**config.mk**
```make
export PLATFORM = sky130hd
export DESIGN_NAME = sfr_top
export DESIGN_NICKNAME = d
export VERILOG_FILES = /design/src/hdl/sfr_pkg.sv /design/src/hdl/sfr_period_timer.sv /design/src/hdl/sfr_top.sv
export SDC_FILE = /design/constraint.sdc
export NUM_CORES = 1
export LEC_CHECK = 0
export BUFFER_PORTS_ARGS = -buffer_cell sky130_fd_sc_hd__buf_2
export CAP_MARGIN = 30
export CORE_ASPECT_RATIO = 0.5
export CORE_MARGIN = 3
export CORE_UTILIZATION = 25
export CTS_CLUSTER_SIZE = 20
export DETAILED_ROUTE_END_ITERATION = 8
export PLACE_DENSITY = 0.39
export SYNTH_ARGS = -nofsm -noshare
export SYNTH_HDL_FRONTEND = slang
export SYNTH_SLANG_ARGS = --single-unit
```
**constraint.sdc**
```tcl
create_clock -name REF_CLK -period 5.65 [get_ports REF_CLK]
set_input_delay 0.565 -clock REF_CLK [delete_from_list [all_inputs] [get_ports REF_CLK]]
set_output_delay 0.565 -clock REF_CLK [all_outputs]
set_load 0.1 [all_outputs]
```
**src/hdl/sfr_pkg.sv**
```systemverilog
// Notes on behaviour
// - regulator undervoltage holds reset, loses init
// - reset faults: silent on bus, switch opened
// - short cap dip, no selftest: flags 0,0,1
// - short cap dip, selftest: flags 0,1,1
// - cap recovery before period keeps configuration
// - long cap dip resets every cap period
// - cap test failure resets every test period
// - bus low past timeout resets every timeout
// - factory array crc fault: error 1, short zero
// - user array mismatch: error 1, short zero
// - selftest enabled: flags 1,1,0, selftest data
// - two disable commands with no other command between them enter selftest lockout
// - clear command or reset ends lockout
// - cap dip, regulator or timeout ends lockout
// - error flag shows memory fault, or enabled selftest without cap dip
package sfr_pkg;

  // ********************************************************************
  // timing
  // ********************************************************************
  localparam int unsigned CLK_PERIOD_NS = 10;
  localparam int unsigned SWITCH_OPEN_TIME_NS = 1000;
  localparam int unsigned SWITCH_OPEN_CYC = SWITCH_OPEN_TIME_NS / CLK_PERIOD_NS;
  localparam int unsigned HOLD_CAP_RESET_PERIOD_US = 1000;
  localparam int unsigned CAP_TEST_RESET_PERIOD_US = 1000;
  localparam int unsigned FRAME_TIMEOUT_PERIOD_US = 1000;
  localparam int unsigned HOLD_CAP_RESET_CYC = HOLD_CAP_RESET_PERIOD_US * 1000 / CLK_PERIOD_NS;
  localparam int unsigned CAP_TEST_RESET_CYC = CAP_TEST_RESET_PERIOD_US * 1000 / CLK_PERIOD_NS;
  localparam int unsigned FRAME_TIMEOUT_CYC = FRAME_TIMEOUT_PERIOD_US * 1000 / CLK_PERIOD_NS;
  localparam int unsigned RESET_PULSE_CYC = 4;
  localparam int unsigned CNT_W = 24;

  // ********************************************************************
  // status register layout
  // ********************************************************************
  localparam int unsigned EV_W = 6;
  localparam int unsigned EV_REG_UV = 0;
  localparam int unsigned EV_CAP_LONG = 1;
  localparam int unsigned EV_CAP_TEST = 2;
  localparam int unsigned EV_TIMEOUT = 3;
  localparam int unsigned EV_OTP = 4;
  localparam int unsigned EV_LOCKOUT = 5;
  localparam logic [3:0] ADDR_STATUS = 4'h0;
  localparam logic [3:0] ADDR_IRQ_STAT = 4'h1;
  localparam logic [3:0] ADDR_IRQ_EN = 4'h2;
  localparam logic [3:0] ADDR_IRQ_CLR = 4'h3;
  localparam logic [EV_W-1:0] IRQ_EN_RST = 6'h00;

  typedef enum logic [1:0] {
    SFR_RUN,
    SFR_HOLD,
    SFR_PULSE
  } sfr_state_t;

endpackage

```
**src/hdl/sfr_period_timer.sv**
```systemverilog
`timescale 1ns/1ps
// counts while a fault persists; pulses at each period, repeatedly
module sfr_period_timer #(
  parameter int unsigned PERIOD = 100
) (
  input  wire logic clk,
  input  wire logic reset_n,
  input  wire logic active,
  output logic      expire
);

  typedef struct packed {
    logic [sfr_pkg::CNT_W-1:0] cnt;
    logic                      exp;
  } sfr_tmr_t;

  sfr_tmr_t st_r;
  sfr_tmr_t st_nxt;

  always_comb
  begin
    st_nxt = st_r;
    st_nxt.exp = 1'b0;
    if (!active)
    begin
      st_nxt.cnt = '0;
    end
    else if (st_r.cnt == sfr_pkg::CNT_W'(PERIOD - 1))
    begin
      st_nxt.cnt = '0;
      st_nxt.exp = 1'b1;
    end
    else
    begin
      st_nxt.cnt = st_r.cnt + 1'b1;
    end
  end

  always_ff @(posedge clk)
  begin
    if (!reset_n)
    begin
      st_r <= '0;
    end
    else
    begin
      st_r <= st_nxt;
    end
  end

  assign expire = st_r.exp;

endmodule

```
**src/hdl/sfr_top.sv**
```systemverilog
`timescale 1ns/1ps
module sfr_top #(
  parameter int unsigned HOLD_CAP_CYC  = sfr_pkg::HOLD_CAP_RESET_CYC,
  parameter int unsigned CAP_TEST_CYC  = sfr_pkg::CAP_TEST_RESET_CYC,
  parameter int unsigned TIMEOUT_CYC   = sfr_pkg::FRAME_TIMEOUT_CYC
) (
  input  wire logic        REF_CLK,
  input  wire logic        RESET_N,
  input  wire logic        DIGITAL_REGULATOR_UV,
  input  wire logic        ANALOG_REGULATOR_UV,
  input  wire logic        HOLD_CAP_LOW,
  input  wire logic        CAP_TEST_FAIL,
  input  wire logic        UPSTREAM_BUS_LOW,
  input  wire logic        FACTORY_CRC_FAIL,
  input  wire logic        FACTORY_LOCK,
  input  wire logic        USER_MISMATCH,
  input  wire logic        USER_LOCK,
  input  wire logic        CMD_ENABLE_SELFTEST,
  input  wire logic        CMD_DISABLE_SELFTEST,
  input  wire logic        CMD_OTHER,
  input  wire logic        CMD_CLEAR,
  input  wire logic        SWITCH_CLOSE_REQ,
  input  wire logic [3:0]  REG_ADDR,
  input  wire logic [7:0]  REG_WDATA,
  input  wire logic        REG_WR,
  input  wire logic        REG_RD,
  output logic [7:0]       REG_RDATA,
  output logic             IRQ,
  output logic             CORE_RESET_N,
  output logic             BUS_RESPONSE_EN,
  output logic             BUS_SWITCH_STATE,
  output logic             SELFTEST_DRIVE,
  output logic             ERROR_FLAG,
  output logic             SELFTEST_ACTIVE_FLAG,
  output logic             CAP_LOW_FLAG,
  output logic             SHORT_ACCEL_ZERO,
  output logic             SHORT_ACCEL_SELFTEST,
  output logic             LONG_ACCEL_SELFTEST
);

  // ********************************************************************
  // state
  // ********************************************************************
  typedef struct packed {
    sfr_pkg::sfr_state_t           fsm;
    logic [2:0]                    pulse_cnt;
    logic                          init_lost;
    logic                          st_en;
    logic                          lockout;
    logic                          last_dis;
    logic                          sw_closed;
    logic [sfr_pkg::EV_W-1:0]      irq_stat;
    logic [sfr_pkg::EV_W-1:0]      irq_en;
    logic [7:0]                    rdata;
    logic                          err;
    logic                          stf;
    logic                          capf;
    logic                          sz;
    logic                          sst;
    logic                          lst;
  } sfr_state_s_t;

  sfr_state_s_t s_r;
  sfr_state_s_t s_nxt;

  logic reg_uv;
  logic cap_exp;
  logic test_exp;
  logic to_exp;
  logic repeat_rst;
  logic otp_fault;
  logic [sfr_pkg::EV_W-1:0] ev;

  // ********************************************************************
  // repeating reset timers
  // ********************************************************************
  sfr_period_timer #(.PERIOD(HOLD_CAP_CYC)) u_cap_tmr (
    .clk     (REF_CLK),
    .reset_n (RESET_N),
    .active  (HOLD_CAP_LOW & ~reg_uv),
    .expire  (cap_exp)
  );
  sfr_period_timer #(.PERIOD(CAP_TEST_CYC)) u_test_tmr (
    .clk     (REF_CLK),
    .reset_n (RESET_N),
    .active  (CAP_TEST_FAIL & ~reg_uv),
    .expire  (test_exp)
  );
  sfr_period_timer #(.PERIOD(TIMEOUT_CYC)) u_to_tmr (
    .clk     (REF_CLK),
    .reset_n (RESET_N),
    .active  (UPSTREAM_BUS_LOW & ~reg_uv),
    .expire  (to_exp)
  );

  function automatic logic [7:0] rd_mux(input logic [3:0] a, input sfr_state_s_t s);
    logic [7:0] v;
    v = 8'h00;
    case (a)
      sfr_pkg::ADDR_STATUS:   v = {2'b00, s.lockout, s.st_en, s.err, s.stf, s.capf, s.init_lost};
      sfr_pkg::ADDR_IRQ_STAT: v = {2'b00, s.irq_stat};
      sfr_pkg::ADDR_IRQ_EN:   v = {2'b00, s.irq_en};
      default:                v = 8'h00;
    endcase
    return v;
  endfunction

  always_comb
  begin
    reg_uv     = DIGITAL_REGULATOR_UV | ANALOG_REGULATOR_UV;
    repeat_rst = cap_exp | test_exp | to_exp;
    otp_fault  = (FACTORY_CRC_FAIL & FACTORY_LOCK) | (USER_MISMATCH & USER_LOCK);
    ev         = '0;
    ev[sfr_pkg::EV_REG_UV]   = reg_uv;
    ev[sfr_pkg::EV_CAP_LONG] = cap_exp;
    ev[sfr_pkg::EV_CAP_TEST] = test_exp;
    ev[sfr_pkg::EV_TIMEOUT]  = to_exp;
    ev[sfr_pkg::EV_OTP]      = otp_fault;
    ev[sfr_pkg::EV_LOCKOUT]  = CMD_DISABLE_SELFTEST & s_r.last_dis & ~s_r.lockout;
    s_nxt = s_r;

    // ******************************************************************
    // reset sequencing
    // ******************************************************************
    case (s_r.fsm)
      sfr_pkg::SFR_RUN:
      begin
        if (reg_uv)
        begin
          s_nxt.fsm = sfr_pkg::SFR_HOLD;
        end
        else if (repeat_rst)
        begin
          s_nxt.fsm       = sfr_pkg::SFR_PULSE;
          s_nxt.pulse_cnt = '0;
        end
      end
      sfr_pkg::SFR_HOLD:
      begin
        if (!reg_uv)
        begin
          s_nxt.fsm = sfr_pkg::SFR_RUN;
        end
      end
      sfr_pkg::SFR_PULSE:
      begin
        if (reg_uv)
        begin
          s_nxt.fsm = sfr_pkg::SFR_HOLD;
        end
        else if (s_r.pulse_cnt == 3'(sfr_pkg::RESET_PULSE_CYC - 1))
        begin
          s_nxt.fsm = sfr_pkg::SFR_RUN;
        end
        else
        begin
          s_nxt.pulse_cnt = s_r.pulse_cnt + 3'h1;
        end
      end
      default:
      begin
        s_nxt.fsm = sfr_pkg::SFR_RUN;
      end
    endcase

    // ******************************************************************
    // self-test and lockout
    // ******************************************************************
    if (s_nxt.fsm != sfr_pkg::SFR_RUN || s_r.fsm != sfr_pkg::SFR_RUN)
    begin
      s_nxt.init_lost = 1'b1;
      s_nxt.st_en     = 1'b0;
      s_nxt.lockout   = 1'b0;
      s_nxt.last_dis  = 1'b0;
      s_nxt.sw_closed = 1'b0;
    end
    else
    begin
      if (CMD_CLEAR)
      begin
        s_nxt.lockout   = 1'b0;
        s_nxt.init_lost = 1'b0;
        s_nxt.st_en     = 1'b0;
        s_nxt.last_dis  = 1'b0;
      end
      else if (CMD_DISABLE_SELFTEST)
      begin
        s_nxt.st_en    = 1'b0;
        s_nxt.last_dis = 1'b1;
        if (s_r.last_dis)
        begin
          s_nxt.lockout = 1'b1;
        end
      end
      else if (CMD_ENABLE_SELFTEST)
      begin
        s_nxt.last_dis = 1'b0;
        s_nxt.st_en    = ~s_r.lockout;
      end
      else if (CMD_OTHER)
      begin
        s_nxt.last_dis = 1'b0;
      end
      if (HOLD_CAP_LOW)
      begin
        s_nxt.lockout = 1'b0;
      end
      if (SWITCH_CLOSE_REQ)
      begin
        s_nxt.sw_closed = 1'b1;
      end
    end

    // ******************************************************************
    // status flags and data substitution
    // ******************************************************************
    s_nxt.err  = otp_fault | s_nxt.st_en;
    s_nxt.stf  = s_nxt.st_en;
    s_nxt.capf = HOLD_CAP_LOW & ~otp_fault & ~s_nxt.st_en;
    if (HOLD_CAP_LOW & ~otp_fault)
    begin
      s_nxt.err  = 1'b0;
      s_nxt.capf = 1'b1;
    end
    s_nxt.sz  = ~s_nxt.st_en & (HOLD_CAP_LOW | otp_fault)
              | s_nxt.st_en & otp_fault;
    s_nxt.sst = s_nxt.st_en & ~otp_fault;
    s_nxt.lst = s_nxt.st_en;

    // ******************************************************************
    // register port and interrupts
    // ******************************************************************
    s_nxt.irq_stat = s_r.irq_stat;
    if (REG_WR && REG_ADDR == sfr_pkg::ADDR_IRQ_CLR)
    begin
      s_nxt.irq_stat = s_r.irq_stat & ~REG_WDATA[sfr_pkg::EV_W-1:0];
    end
    if (REG_WR && REG_ADDR == sfr_pkg::ADDR_IRQ_EN)
    begin
      s_nxt.irq_en = REG_WDATA[sfr_pkg::EV_W-1:0];
    end
    s_nxt.irq_stat = s_nxt.irq_stat | ev;
    s_nxt.rdata    = REG_RD ? rd_mux(REG_ADDR, s_r) : 8'h00;
  end

  always_ff @(posedge REF_CLK)
  begin
    if (!RESET_N)
    begin
      s_r           <= '0;
      s_r.fsm       <= sfr_pkg::SFR_RUN;
      s_r.init_lost <= 1'b1;
      s_r.irq_en    <= sfr_pkg::IRQ_EN_RST;
    end
    else
    begin
      s_r <= s_nxt;
    end
  end

  // ********************************************************************
  // outputs
  // ********************************************************************
  assign CORE_RESET_N         = (s_r.fsm == sfr_pkg::SFR_RUN);
  assign BUS_RESPONSE_EN      = (s_r.fsm == sfr_pkg::SFR_RUN);
  assign BUS_SWITCH_STATE     = s_r.sw_closed;
  assign SELFTEST_DRIVE       = s_r.st_en;
  assign ERROR_FLAG           = s_r.err;
  assign SELFTEST_ACTIVE_FLAG = s_r.stf;
  assign CAP_LOW_FLAG         = s_r.capf;
  assign SHORT_ACCEL_ZERO     = s_r.sz;
  assign SHORT_ACCEL_SELFTEST = s_r.sst;
  assign LONG_ACCEL_SELFTEST  = s_r.lst;
  assign REG_RDATA            = s_r.rdata;
  assign IRQ                  = |(s_r.irq_stat & s_r.irq_en);

endmodule

```
==> results.md <==
- Status: complete, no violations
- Post-synthesis mux area share: 2.08%
- Clock Path Buffers: 2
- Max-slew violations: 0
- Total grt overflow: 0
- Global-route wire length before repair: 19.1 mm
- Clock transition at the registers of the reported paths: 70 ps
- Vias in the first global route: 3792
- Area contributors post-synth: dfxtp_1, nor2_1, xnor2_1
- IR drop worst, VDD: 116 µV
- Leakage power: 0.00178 µW
- ANT nets after route: 0
- Yosys reg bits: 107
- Pre-CTS worst setup slack: 2980 ps
- Synth Area in Compound Gates: 11.8%
- EDFF count, synth: 0
- Hold Path Class: in -> reg
- Crit Path Class: reg -> reg
- Post-route setup slack: 3020 ps
- Pwr dens: 269 nW/µm²
- Detailed-route DRC error count: 0
- Routed wire per std cell: 13.2 µm
- Hold buffers post-CTS: 0
- Setup bufs post-CTS: 0
- Core area: 18700 µm²
- HPWL after DPL: 8.04 mm
- Clock Skew: 12.8 ps
- RSZ-0062 raised after global routing: no
- Nets: 624
- Synth async-reset ratio: 0%
- Syn. warnings: 0
- CTS tree: yes
- Simple-Gate Fraction of Synth Area: 28.3%
- Clk_lat worst skew: 360 ps
- Count of input and output buffers: 44
- Synth unique cells: 49
- Die height: 104 µm
- Avg Cell Area, Syn: 8.63 µm²
- Die area: 21100 µm²
- Top cells by count, synth: dfxtp_1, nor2_1, nand2_1, a21oi_1, xnor2_1
- Area growth syn-to-layout: 14.8%
- Largest net degree at the start of global routing: 28
- Critical Path End Type: register
- Routed Wire Length: 11.2 mm
- Post-route minimum period: 2630 ps
- # setup viols final: 0
- CTS Buf Count: 9
- CP startpoint kind: register
- Least-Margin Pin Slew: 919 ps
- Post-synth top area share: 44.4%
- Clk sinks: 107
- Iter 0 DRT Violations: 145
- Total GRT Usage: 11.0%
- Synth Flop Type: dfxtp_1
- Routed vias: 3952
- PostCTS Resize Cnt: 0
- Ant diodes: 0
- WP data arrival: 2860 ps
- Num rows: 35
- Max frequency: 380 MHz
- Setup tns final: 0 ps
- Post-Synthesis Cells: 559
- Mapped Area: 4820 µm²
- Initial antenna violation count: 0
- Slew HR: 38.3%
- Final period util: 46.6%
- Top Ports: 49
- H-tree Lvls: 3
- Pre-antenna DRT Iters: 4
- Hold violation count in the final report: 0
- Leading area contributor after synthesis: dfxtp_1
- Main combinational cell family by area after synthesis: simple AND/OR/NAND/NOR gates
- Clock root buffer: clkbuf_16
- Sequential area share after synthesis: 44.4%
- Share of layout cells above drive strength 1: 11.8%
- CP Max Fanout: 12
- Worst EP required: 5880 ps
- Maxcap violations: 0
- RD Place Congestion: 0.739
- Most common cell in the netlist: dfxtp_1
- Die Width: 202 µm
- Initial Utilization: 25.8%
- Post-Synth Adder-Cell Area: 1.30%
- Synth Area in XOR/XNOR: 7.08%
- R2R depth: 6
- Worst Hold Depth: 3
- Routed vias/inst: 4.63
## state kept, by name (all words and copies together) (netlist names)
| signal | count |
|---|---|
| REG_RDATA | 6 |
| u_to_tmr.st_r | 24 |
| LONG_ACCEL_SELFTEST | 1 |
| u_cap_tmr.st_r | 24 |
| ERROR_FLAG | 1 |
| u_to_tmr.expire | 1 |
| u_test_tmr.expire | 1 |
| u_test_tmr.st_r | 24 |
| s_r | 20 |
| SHORT_ACCEL_SELFTEST | 1 |
| SHORT_ACCEL_ZERO | 1 |
| CAP_LOW_FLAG | 1 |
| BUS_SWITCH_STATE | 1 |
| u_cap_tmr.expire | 1 |
## cells in the final DEF, fill, tap and decap left out, types with 3 or more instances in the layout
master / synthesis / layout
a21boi_0: 7 / 7
a21boi_1: 3 / 3
a21oi_1: 31 / 31
a22oi_1: 4 / 4
and3_1: 8 / 8
and4_1: 5 / 5
buf_2: 6 / 45
buf_4: 11 / 3
clkbuf_16: 0 / 9
dfxtp_1: 107 / 107
ha_1: 5 / 5
inv_1: 18 / 18
mux2i_1: 10 / 10
nand2_1: 35 / 35
nand3_1: 25 / 25
nand4_1: 17 / 17
nor2_1: 73 / 73
nor2b_1: 11 / 11
nor3_1: 11 / 11
nor4_1: 20 / 20
o21a_1: 5 / 5
o21ai_0: 21 / 21
o21ai_1: 4 / 4
o31ai_1: 9 / 9
or3_1: 21 / 21
or4_1: 16 / 16
xnor2_1: 30 / 30
xor2_1: 9 / 9
## worst max-delay path: stages, from the launching register on
cell     delay (ps)
dfxtp_1         400
ha_1            250
nand4_1         160
or4_1           560
o21ai_1         740
buf_4           320
o21ai_1          90
## path summary, 6_finish.rpt
path,startpoint,endpoint,slack [ps]
max reg2reg,u_test_tmr.st_r[1]$_SDFF_PP0_,u_test_tmr.st_r[21]$_SDFF_PP0_,3020
min reg2reg,u_to_tmr.st_r[1]$_SDFF_PP0_,u_to_tmr.st_r[1]$_SDFF_PP0_,450
min,SWITCH_CLOSE_REQ,BUS_SWITCH_STATE$_SDFFE_PP0P_,430
max,u_test_tmr.st_r[1]$_SDFF_PP0_,u_test_tmr.st_r[21]$_SDFF_PP0_,3020
## where the power goes
part	internal (µW)	switching (µW)	total (µW)
sequential	758	3.66	762
clock	368	286	654
combinational	19.3	52.6	71.9
## area by class of cell
type	instances	area, µm²
Timing Repair Buffer	48	248
Clock buffer	12	256
Fill cell	2006	13100
Sequential cell	107	2140
Inverter	18	67.6
Tap cell	259	324
Multi-Input combinational cell	405	2450
Clock inverter	4	48.8
## per-stage QoR
step	hold WS [ps]	utilization, %	total power, µW	instances	instance area [µm²]
2_1_floorplan	418	-	831	560	4830
3_3_place_gp	433	28.0	853	836	5220
6_report	428	29.7	1490	853	5530
4_1_cts	417	29.7	1520	853	5530
5_1_grt	442	29.7	1550	853	5530
3_5_place_dp	440	28.0	853	837	5230
## logic make-up after synthesis
family	count (synthesis)
fa+ha+maj	5
xor+xnor	39
flops	107
compound gates	93
simple gates	256
buf+inv	48
mux	10
other cells	1
## routing by layer
| layer | vias up | track usage [%] | wire length (µm) |
|---|---|---|---|
| met5 | - | 0 | 0 |
| met1 | 1863 | 14.7 | 5750 |
| met2 | 30 | 17.5 | 5070 |
| met4 | 0 | 3.01 | 174 |
| met3 | 13 | 3.03 | 257 |
| li1 | 2046 | - | - |
No activity file was read; power rests on OpenSTA's default activity.
